$ cat config.mk
export PLATFORM = sky130hd
export DESIGN_NAME = adctrg_top
export DESIGN_NICKNAME = d
export VERILOG_FILES = /design/src/rtl/adctrg_pkg.sv /design/src/rtl/adctrg_top.sv
export SDC_FILE = /design/constraint.sdc
export NUM_CORES = 1
export LEC_CHECK = 0
export ABC_AREA = 1
export BUFFER_PORTS_ARGS = -buffer_cell sky130_fd_sc_hd__buf_2
export CAP_MARGIN = 10
export CELL_PAD_IN_SITES_DETAIL_PLACEMENT = 1
export CELL_PAD_IN_SITES_GLOBAL_PLACEMENT = 1
export CORE_AREA = 2 2 88 111
export DETAILED_ROUTE_END_ITERATION = 7
export DIE_AREA = 0 0 90 113
export HOLD_SLACK_MARGIN = 0.12
export PLACE_DENSITY_LB_ADDON = 0.1
export SYNTH_ARGS = -nofsm -noshare
export SYNTH_HDL_FRONTEND = slang
export SYNTH_SLANG_ARGS = --single-unit
$ cat constraint.sdc
create_clock -name clk_i -period 2.2 [get_ports clk_i]
set_input_delay 0.11 -clock clk_i [delete_from_list [all_inputs] [get_ports clk_i]]
set_output_delay 0.11 -clock clk_i [all_outputs]
set_load 0.1 [all_outputs]
$ cat src/rtl/adctrg_pkg.sv
package adctrg_pkg;

  // ************************************************************
  // register map
  // ************************************************************
  localparam logic [3:0] ADR_CTRL1      = 4'h0;
  localparam logic [3:0] ADR_CTRL3      = 4'h4;
  localparam logic [3:0] ADR_STATUS     = 4'h8;

  // first_control_register fields
  localparam int         POS_ON         = 15;
  localparam int         POS_SRC_HI     = 7;
  localparam int         POS_SRC_LO     = 5;
  localparam int         POS_AUTO_SAMPLE_ENABLE       = 2;
  localparam int         POS_SAMPLE_CONTROL       = 1;
  localparam int         POS_CONV       = 0;
  localparam int         POS_EDGE       = 8;
  // third_control_register fields
  localparam int         POS_SMT_HI     = 12;
  localparam int         POS_SMT_LO     = 8;
  localparam int         POS_DIV_HI     = 5;
  localparam int         POS_DIV_LO     = 0;
  // status register fields
  localparam int         POS_DONE       = 0;

  localparam logic [2:0] SRC_SOFT       = 3'h0;
  localparam logic [2:0] SRC_PIN        = 3'h1;
  localparam logic [2:0] SRC_TIMER      = 3'h2;
  localparam logic [2:0] SRC_PWM        = 3'h3;
  localparam logic [2:0] SRC_CLOCKED    = 3'h7;

  localparam logic [4:0] RST_SMT        = 5'h00;
  localparam logic [5:0] RST_DIV        = 6'h00;
  // conversion length in conversion-clock periods
  localparam logic [4:0] CONV_TAD       = 5'h0E;

  typedef enum logic [1:0] {ST_IDLE, ST_SAMPLE, ST_CONVERT} adctrg_state_t;

  typedef struct packed {
    logic        cyc;
    logic        stb;
    logic        we;
    logic [3:0]  sel;
    logic [3:0]  adr;
    logic [31:0] dat;
  } adctrg_wb_req_t;

  typedef struct packed {
    logic        ext_pin;
    logic        timer_match;
    logic        pwm_event;
  } adctrg_trig_t;

endpackage

$ cat src/rtl/adctrg_top.sv
// Decided for this implementation: register access over Wishbone and the address map.
`timescale 1ns/1ps
module adctrg_top
  import adctrg_pkg::*;
(
  // clock and reset
  input  wire logic                       clk_i,
  input  wire logic                       rst_i,
  // wishbone slave
  input  wire adctrg_pkg::adctrg_wb_req_t wb_req_i,
  output logic [31:0]                     wb_dat_o,
  output logic                            wb_ack_o,
  // trigger events
  input  wire adctrg_pkg::adctrg_trig_t   trig_i,
  // converter handshake
  output logic                            conv_start_o,
  output logic                            sampling_o,
  output logic                            converting_o
);
  import adctrg_pkg::*;

  // ************************************************************
  // registers
  // ************************************************************
  logic          on_ff, auto_sample_enable_ff, edge_ff, sample_control_ff, done_ff;
  logic [2:0]    src_ff;
  logic [4:0]    smt_ff, cnt_ff;
  logic [5:0]    div_ff, dcnt_ff;
  adctrg_state_t st_ff;
  logic [2:0]    pin_hist_ff, tmr_hist_ff, pwm_hist_ff;
  logic          ack_ff, start_ff, conv_ff, nxt_conv;
  logic [31:0]   rdat_ff;

  logic          nxt_on, nxt_auto_sample_enable, nxt_edge, nxt_sample_control, nxt_done, nxt_ack, nxt_start;
  logic [2:0]    nxt_src;
  logic [4:0]    nxt_smt, nxt_cnt;
  logic [5:0]    nxt_div, nxt_dcnt;
  adctrg_state_t nxt_st;
  logic [31:0]   nxt_rdat;

  logic          wr, rd_ack, tad, pin_ev, tmr_ev, pwm_ev, trig, sample_control_clr;
  logic [31:0]   ctrl1_val, ctrl3_val, stat_val;

  // ************************************************************
  // event synchronisers
  // ************************************************************
  // bit 0 is the meta stage; edges are judged on bits 2:1 only
  always_ff @(posedge clk_i)
  begin
    if (rst_i)
    begin
      pin_hist_ff <= 3'h0;
      tmr_hist_ff <= 3'h0;
      pwm_hist_ff <= 3'h0;
    end
    else
    begin
      pin_hist_ff <= {pin_hist_ff[1:0], trig_i.ext_pin};
      tmr_hist_ff <= {tmr_hist_ff[1:0], trig_i.timer_match};
      pwm_hist_ff <= {pwm_hist_ff[1:0], trig_i.pwm_event};
    end
  end

  // rising pin edge, or falling edge when edge_ff is set, one pulse each
  assign pin_ev = edge_ff ? (pin_hist_ff[2] & ~pin_hist_ff[1])
                          : (~pin_hist_ff[2] & pin_hist_ff[1]);
  assign tmr_ev = ~tmr_hist_ff[2] & tmr_hist_ff[1];
  assign pwm_ev = ~pwm_hist_ff[2] & pwm_hist_ff[1];

  // ************************************************************
  // bus decode
  // ************************************************************
  assign wr     = wb_req_i.cyc & wb_req_i.stb & wb_req_i.we & ~ack_ff;
  assign rd_ack = wb_req_i.cyc & wb_req_i.stb & ~ack_ff;

  assign ctrl1_val = {16'h0000, on_ff, 6'h00, edge_ff, src_ff, 2'h0, auto_sample_enable_ff,
                      sample_control_ff, conv_ff};
  assign ctrl3_val = {19'h00000, smt_ff, 2'h0, div_ff};
  assign stat_val  = {31'h00000000, done_ff};

  // ************************************************************
  // control next state
  // ************************************************************
  always_comb
  begin
    nxt_on    = on_ff;
    nxt_auto_sample_enable  = auto_sample_enable_ff;
    nxt_edge  = edge_ff;
    nxt_src   = src_ff;
    nxt_smt   = smt_ff;
    nxt_div   = div_ff;
    nxt_sample_control  = sample_control_ff;
    nxt_done  = done_ff;
    nxt_cnt   = cnt_ff;
    nxt_dcnt  = dcnt_ff;
    nxt_st    = st_ff;
    nxt_start = 1'b0;
    nxt_ack   = rd_ack;
    nxt_rdat  = 32'h00000000;
    sample_control_clr  = 1'b0;
    tad       = 1'b0;
    trig      = 1'b0;

    if (rd_ack && !wb_req_i.we)
    begin
      if (wb_req_i.adr == ADR_CTRL1)
        nxt_rdat = ctrl1_val;
      else if (wb_req_i.adr == ADR_CTRL3)
        nxt_rdat = ctrl3_val;
      else if (wb_req_i.adr == ADR_STATUS)
        nxt_rdat = stat_val;
      else
        nxt_rdat = 32'h00000000;
    end

    if (wr && wb_req_i.adr == ADR_CTRL1)
    begin
      if (wb_req_i.sel[0])
      begin
        nxt_src  = wb_req_i.dat[POS_SRC_HI:POS_SRC_LO];
        nxt_auto_sample_enable = wb_req_i.dat[POS_AUTO_SAMPLE_ENABLE];
        nxt_sample_control = wb_req_i.dat[POS_SAMPLE_CONTROL];
        sample_control_clr = sample_control_ff & ~wb_req_i.dat[POS_SAMPLE_CONTROL];
      end
      if (wb_req_i.sel[1])
      begin
        nxt_on   = wb_req_i.dat[POS_ON];
        nxt_edge = wb_req_i.dat[POS_EDGE];
      end
    end
    else if (wr && wb_req_i.adr == ADR_CTRL3)
    begin
      if (wb_req_i.sel[0])
        nxt_div = wb_req_i.dat[POS_DIV_HI:POS_DIV_LO];
      if (wb_req_i.sel[1])
        nxt_smt = wb_req_i.dat[POS_SMT_HI:POS_SMT_LO];
    end
    else if (wr && wb_req_i.adr == ADR_STATUS && wb_req_i.sel[0] && wb_req_i.dat[POS_DONE])
      nxt_done = 1'b0;

    // conversion-clock enable from the divider
    if (on_ff)
    begin
      if (dcnt_ff >= div_ff)
      begin
        nxt_dcnt = 6'h00;
        tad      = 1'b1;
      end
      else
        nxt_dcnt = dcnt_ff + 6'h01;
    end
    else
      nxt_dcnt = 6'h00;

    case (src_ff)
      SRC_SOFT:    trig = sample_control_clr;
      SRC_PIN:     trig = pin_ev;
      SRC_TIMER:   trig = tmr_ev;
      SRC_PWM:     trig = pwm_ev;
      SRC_CLOCKED: trig = tad && (cnt_ff + 5'h01 >= smt_ff);
      default:     trig = 1'b0;
    endcase

    case (st_ff)
      ST_IDLE:
      begin
        if (on_ff && (nxt_sample_control || auto_sample_enable_ff))
        begin
          nxt_st   = ST_SAMPLE;
          nxt_sample_control = 1'b1;
          nxt_cnt  = 5'h00;
        end
      end
      ST_SAMPLE:
      begin
        if (tad)
          nxt_cnt = cnt_ff + 5'h01;
        if (trig)
        begin
          nxt_st    = ST_CONVERT;
          nxt_sample_control  = 1'b0;
          nxt_start = 1'b1;
          nxt_cnt   = 5'h00;
        end
        else if (!nxt_sample_control)
          nxt_st = ST_IDLE;
      end
      ST_CONVERT:
      begin
        nxt_sample_control = 1'b0;
        if (tad)
          nxt_cnt = cnt_ff + 5'h01;
        if (tad && cnt_ff + 5'h01 >= CONV_TAD)
        begin
          nxt_done = 1'b1;
          nxt_cnt  = 5'h00;
          if (auto_sample_enable_ff)
          begin
            nxt_st   = ST_SAMPLE;
            nxt_sample_control = 1'b1;
          end
          else
            nxt_st = ST_IDLE;
        end
      end
      default: nxt_st = ST_IDLE;
    endcase

    // turning off aborts any sequence
    if (!nxt_on)
    begin
      nxt_st   = ST_IDLE;
      nxt_sample_control = 1'b0;
    end
    // registered so the status output comes straight from a flop
    nxt_conv = (nxt_st == ST_CONVERT);
  end

  // ************************************************************
  // registering
  // ************************************************************
  always_ff @(posedge clk_i)
  begin
    if (rst_i)
    begin
      on_ff    <= 1'b0;
      auto_sample_enable_ff  <= 1'b0;
      edge_ff  <= 1'b0;
      src_ff   <= SRC_SOFT;
      smt_ff   <= RST_SMT;
      div_ff   <= RST_DIV;
      sample_control_ff  <= 1'b0;
      done_ff  <= 1'b0;
      cnt_ff   <= 5'h00;
      dcnt_ff  <= 6'h00;
      st_ff    <= ST_IDLE;
      start_ff <= 1'b0;
      conv_ff  <= 1'b0;
      ack_ff   <= 1'b0;
      rdat_ff  <= 32'h00000000;
    end
    else
    begin
      on_ff    <= nxt_on;
      auto_sample_enable_ff  <= nxt_auto_sample_enable;
      edge_ff  <= nxt_edge;
      src_ff   <= nxt_src;
      smt_ff   <= nxt_smt;
      div_ff   <= nxt_div;
      sample_control_ff  <= nxt_sample_control;
      done_ff  <= nxt_done;
      cnt_ff   <= nxt_cnt;
      dcnt_ff  <= nxt_dcnt;
      st_ff    <= nxt_st;
      start_ff <= nxt_start;
      conv_ff  <= nxt_conv;
      ack_ff   <= nxt_ack;
      rdat_ff  <= nxt_rdat;
    end
  end

  assign wb_ack_o     = ack_ff;
  assign wb_dat_o     = rdat_ff;
  assign conv_start_o = start_ff;
  assign sampling_o   = sample_control_ff;
  assign converting_o = conv_ff;

  // ************************************************************
  // checks
  // ************************************************************
  property p_manual;
    @(posedge clk_i) disable iff (rst_i)
      (st_ff == ST_SAMPLE && src_ff == SRC_SOFT && sample_control_clr && on_ff) |=> conv_start_o;
  endproperty
  a_manual: assert property (p_manual) else $error("manual clear did not convert");

  property p_auto;
    @(posedge clk_i) disable iff (rst_i)
      (st_ff == ST_CONVERT && nxt_done && !done_ff && auto_sample_enable_ff && nxt_on) |=> sampling_o;
  endproperty
  a_auto: assert property (p_auto) else $error("auto sample did not resume");

  property p_clocked;
    @(posedge clk_i) disable iff (rst_i)
      (conv_start_o && src_ff == SRC_CLOCKED) |-> $past(cnt_ff) + 5'h01 >= smt_ff;
  endproperty
  a_clocked: assert property (p_clocked) else $error("clocked trigger too early");

  property p_pin;
    @(posedge clk_i) disable iff (rst_i)
      (pin_ev && src_ff == SRC_PIN && st_ff == ST_SAMPLE && on_ff) |=> conv_start_o;
  endproperty
  a_pin: assert property (p_pin) else $error("pin edge missed");

  property p_timer;
    @(posedge clk_i) disable iff (rst_i)
      (tmr_ev && src_ff == SRC_TIMER && st_ff == ST_SAMPLE && on_ff) |=> conv_start_o;
  endproperty
  a_timer: assert property (p_timer) else $error("timer match missed");

  property p_pwm;
    @(posedge clk_i) disable iff (rst_i)
      (pwm_ev && src_ff == SRC_PWM && st_ff == ST_SAMPLE && on_ff) |=> conv_start_o;
  endproperty
  a_pwm: assert property (p_pwm) else $error("pwm event missed");

  property p_pulse;
    @(posedge clk_i) disable iff (rst_i)
      conv_start_o |=> !conv_start_o;
  endproperty
  a_pulse: assert property (p_pulse) else $error("start longer than a cycle");

  property p_excl;
    @(posedge clk_i) disable iff (rst_i)
      converting_o |-> !sampling_o;
  endproperty
  a_excl: assert property (p_excl) else $error("sampling during conversion");

  property p_src;
    @(posedge clk_i) disable iff (rst_i)
      (wr && wb_req_i.adr == ADR_CTRL1 && wb_req_i.sel[0])
        |=> src_ff == $past(wb_req_i.dat[POS_SRC_HI:POS_SRC_LO]);
  endproperty
  a_src: assert property (p_src) else $error("source field not stored");

  property p_free;
    @(posedge clk_i) disable iff (rst_i)
      (converting_o && src_ff == SRC_CLOCKED && auto_sample_enable_ff && on_ff && tad
        && cnt_ff + 5'h01 >= CONV_TAD && nxt_on) |=> sampling_o;
  endproperty
  a_free: assert property (p_free) else $error("free run stopped");

endmodule

==> impl_metrics.csv <==
group,metric,value,unit
run_status,outcome,"completed",
cells_and_area,multi_input_area,1510,sq um
synthesis,yosys_warnings,0,
synthesis,synth_edf_count,0,
cells_and_area,fin_area,3860,sq um
floorplanning,fp-row-count,39,
placement,placed_cell_area,3260,sq um
placement,pre_cts_slack,58.8,ps
synthesis,synth_top_flop_cell,"dfxtp_1",
critical_path,crit_arrival,2280,ps
placement,place_congestion,0.785,
sta,skew,8.26,ps
critical_path,slowest_delay,350,ps
sta,fmax,0.486,GHz
critical_path,crit_slowest_cell,"dfxtp_2",
grt,grt_max_degree,17,
sta,setup_viol,0,
critical_path,rr_endpoint,"st_ff[0]$_SDFF_PP0_",
route,drt_first_pass_iters,4,
floorplanning,ioPinCount,84,
synthesis,ys_types,32,
cells_and_area,seqCellArea,1160,sq um
cts,insertion_delay,320,ps
cells_and_area,antennaDiodeCount,0,
cts,h-tree-depth,3,
synthesis,synth_seq_area_share,0.395,
critical_path,rrSetupSlack,140,ps
sta,maxSlewViolCount,0,
flow_run,drv_cap,0,
route,ant_nets,0,
synthesis,synth_largest_area_cell,"dfxtp_1",
cts,ctsRootBufferMaster,"clkbuf_16",
power_and_ir_drop,leakagePower,1.78,nW
cts,clock_sinks,58,
cells_and_area,drive_gt1_frac,0.232,
route,routed_via_density,4.50,
synthesis,netlist_area,2940,sq um
synthesis,syn_area_per_cell,7.52,sq um
route,drt_iter0_drc,35,
synthesis,post-synth-top-count-cell,"nand2_1",
sta,post-route-period-util,0.935,
critical_path,critPathRequiredTime,2420,ps
cells_and_area,n_fill_cell,1141,
sta,final.min_clock_period,2060,ps
route,routed_wl,7800,um
grt,overflow,0,
sta,tightest_slew,537,ps
critical_path,reg2reg_from,"cnt_ff[1]$_SDFFE_PP0P_",
cts,cts_max_path_buffers,2,
synthesis,synthCells,391,
power_and_ir_drop,peakVddDrop,0.000374,V
floorplanning,fp.dieW,90,um
sta,slew_headroom,0.642,
synthesis,ys_seq_elements,58,
sta,hold_slack,151,ps
cts,numCtsBuffers,9,
hold_path,whs_endpoint,"tmr_hist_ff[1]$_SDFF_PP0_",
route,wl_per_cell,13.2,um
power_and_ir_drop,total_power,2.87,mW
synthesis,async_flop_share,0,
grt,grt_pass1_vias,2893,
floorplanning,die_h,113,um
cells_and_area,finalNetCount,531,
synthesis,synth_commonest_cells,"63 x nand2_1, 61 x inv_1, 58 x dfxtp_1",
critical_path,start_kind,"flip-flop",
synthesis,synthTopCellsByArea,"dfxtp_1 39%, ha_1 8.1%, nand2_1 8.0%",
critical_path,cp_top_family,"simple AND/OR/NAND/NOR gates",
floorplanning,core-area,9080,sq um
cts,post_cts_buffers,0,
critical_path,cp_max_fo,4,
critical_path,path_class,"reg2reg",
hold_path,hp-class,"in2reg",
power_and_ir_drop,power.density,743,nW/um^2
synthesis,synth_top_area_share,0.395,
cells_and_area,finish.utilization,0.426,
hold_path,holdPathStages,2,
route,vias,2663,
hold_path,hold_path_startpoint,"rst_i",
placement,dp_hpwl,5730,um
critical_path,rr_worst_depth,12,
critical_path,endpoint_kind,"flip-flop",
grt,antenna_found_initial,0,
floorplanning,start_util,0.324,
sta,finalHoldViolCount,0,
cts,cts_tree,"done",
placement,portBuffers,45,
route,route.detailed.drc,0,
grt,grt_pass1_wl,13600,um
floorplanning,die_area,10200,sq um
sta,fin_ws,142,ps
grt,track_usage,0.168,
cells_and_area,synthToLayoutAreaGrowth,31.4,%
cts,clkTransAtPathRegs,50,ps
critical_path,worstPathCellList,"ha_4 -> nand3_2 -> xor2_2 -> inv_1 -> ha_4 -> and3_4 -> nand2_1 -> a21oi_2 -> nand2_2 -> nand4_1 -> nand3_2 -> and2_4",
critical_path,critPathBufInv,1,
layout by cell type, fill, tap and decap left out, types with 7 or more instances in the layout:
master	Yosys	layout
dfxtp_1	58	56
inv_1	61	61
ha_1	19	17
nand2_1	63	62
nand3_2	5	8
nor2_1	38	38
nand2_2	8	7
a21oi_1	26	24
nand4_1	7	7
nand3_1	19	16
o21ai_0	25	25
buf_2	1	45
dlygate4sd3_1	0	19
conb_1	1	18
clkbuf_16	0	9
how the worst max path moves through the flow:
stage | startpoint | to | slack, ps | cells after the start
2_1_floorplan | cnt_ff[0]$_SDFFE_PP0P_ | st_ff[0]$_SDFF_PP0_ | 140 | 12
3_3_place_gp | cnt_ff[0]$_SDFFE_PP0P_ | st_ff[0]$_SDFF_PP0_ | 80 | 12
3_5_place_dp | cnt_ff[0]$_SDFFE_PP0P_ | cnt_ff[0]$_SDFFE_PP0P_ | 60 | 13
4_1_cts | cnt_ff[0]$_SDFFE_PP0P_ | st_ff[0]$_SDFF_PP0_ | 40 | 12
5_1_grt | cnt_ff[2]$_SDFFE_PP0P_ | cnt_ff[3]$_SDFFE_PP0P_ | -20 | 13
6_report | cnt_ff[1]$_SDFFE_PP0P_ | st_ff[0]$_SDFF_PP0_ | 140 | 12
timing repair:
item,4_1_cts,5_1_grt
hold buffers,19,0
endpoints found under the hold margin,18,0
setup endpoints to repair,0,9
gates resized for setup,0,16
final cells by class:
class,count,area share
clock inverters,4,0.0188
well taps,123,0.0398
flip-flops and latches,58,0.301
repair buffers,68,0.115
multi-input cells,259,0.389
clock buffers,12,0.0690
inverters,68,0.0667
metal layers:
metal	vias to the layer above	wire length (um)	part of all wire	track usage
met3	7	211	0.027	0.0320
met5	-	0	0	0
met1	1262	3430	0.44	0.193
met2	40	4070	0.52	0.308
li1	1354	-	-	-
met4	0	90	0.012	0.0615
kinds of logic after synthesis:
| family | synth area share |
|---|---|
| AO/OA/AOI/OAI | 0.116 |
| XOR/XNOR | 0.00596 |
| adder cells (fa/ha/maj) | 0.0809 |
| buffers and inverters | 0.140 |
| flip-flops | 0.395 |
| other | 0.00128 |
| AND/OR/NAND/NOR | 0.261 |
sequential cells by signal, summed over array words and instances (netlist names):
register               cells
div_ff                     6
auto_sample_enable_ff      1
converting_o               1
cnt_ff                     5
done_ff                    1
conv_start_o               1
wb_ack_o                   1
pin_hist_ff                3
dcnt_ff                    6
wb_dat_o                  14
pwm_hist_ff                3
sampling_o                 1
smt_ff                     5
on_ff                      1
tmr_hist_ff                3
edge_ff                    1
st_ff                      2
src_ff                     3
metrics by stage:
| step | instances | setup TNS (ps) |
|---|---|---|
| after global placement | 557 | 0 |
| final | 592 | 0 |
| after global routing | 592 | -16.2 |
| after detailed placement | 557 | 0 |
| after CTS | 592 | 0 |
| after floorplan | 408 | 0 |
where the power goes:
part,total [mW],internal (mW),switching [mW]
Combinational,0.251,0.0543,0.196
Clock,1.56,1.08,0.477
Sequential,1.06,1.06,0.00401
Total,2.87,2.19,0.678
Note: power is estimated with default switching activity, not from simulation.
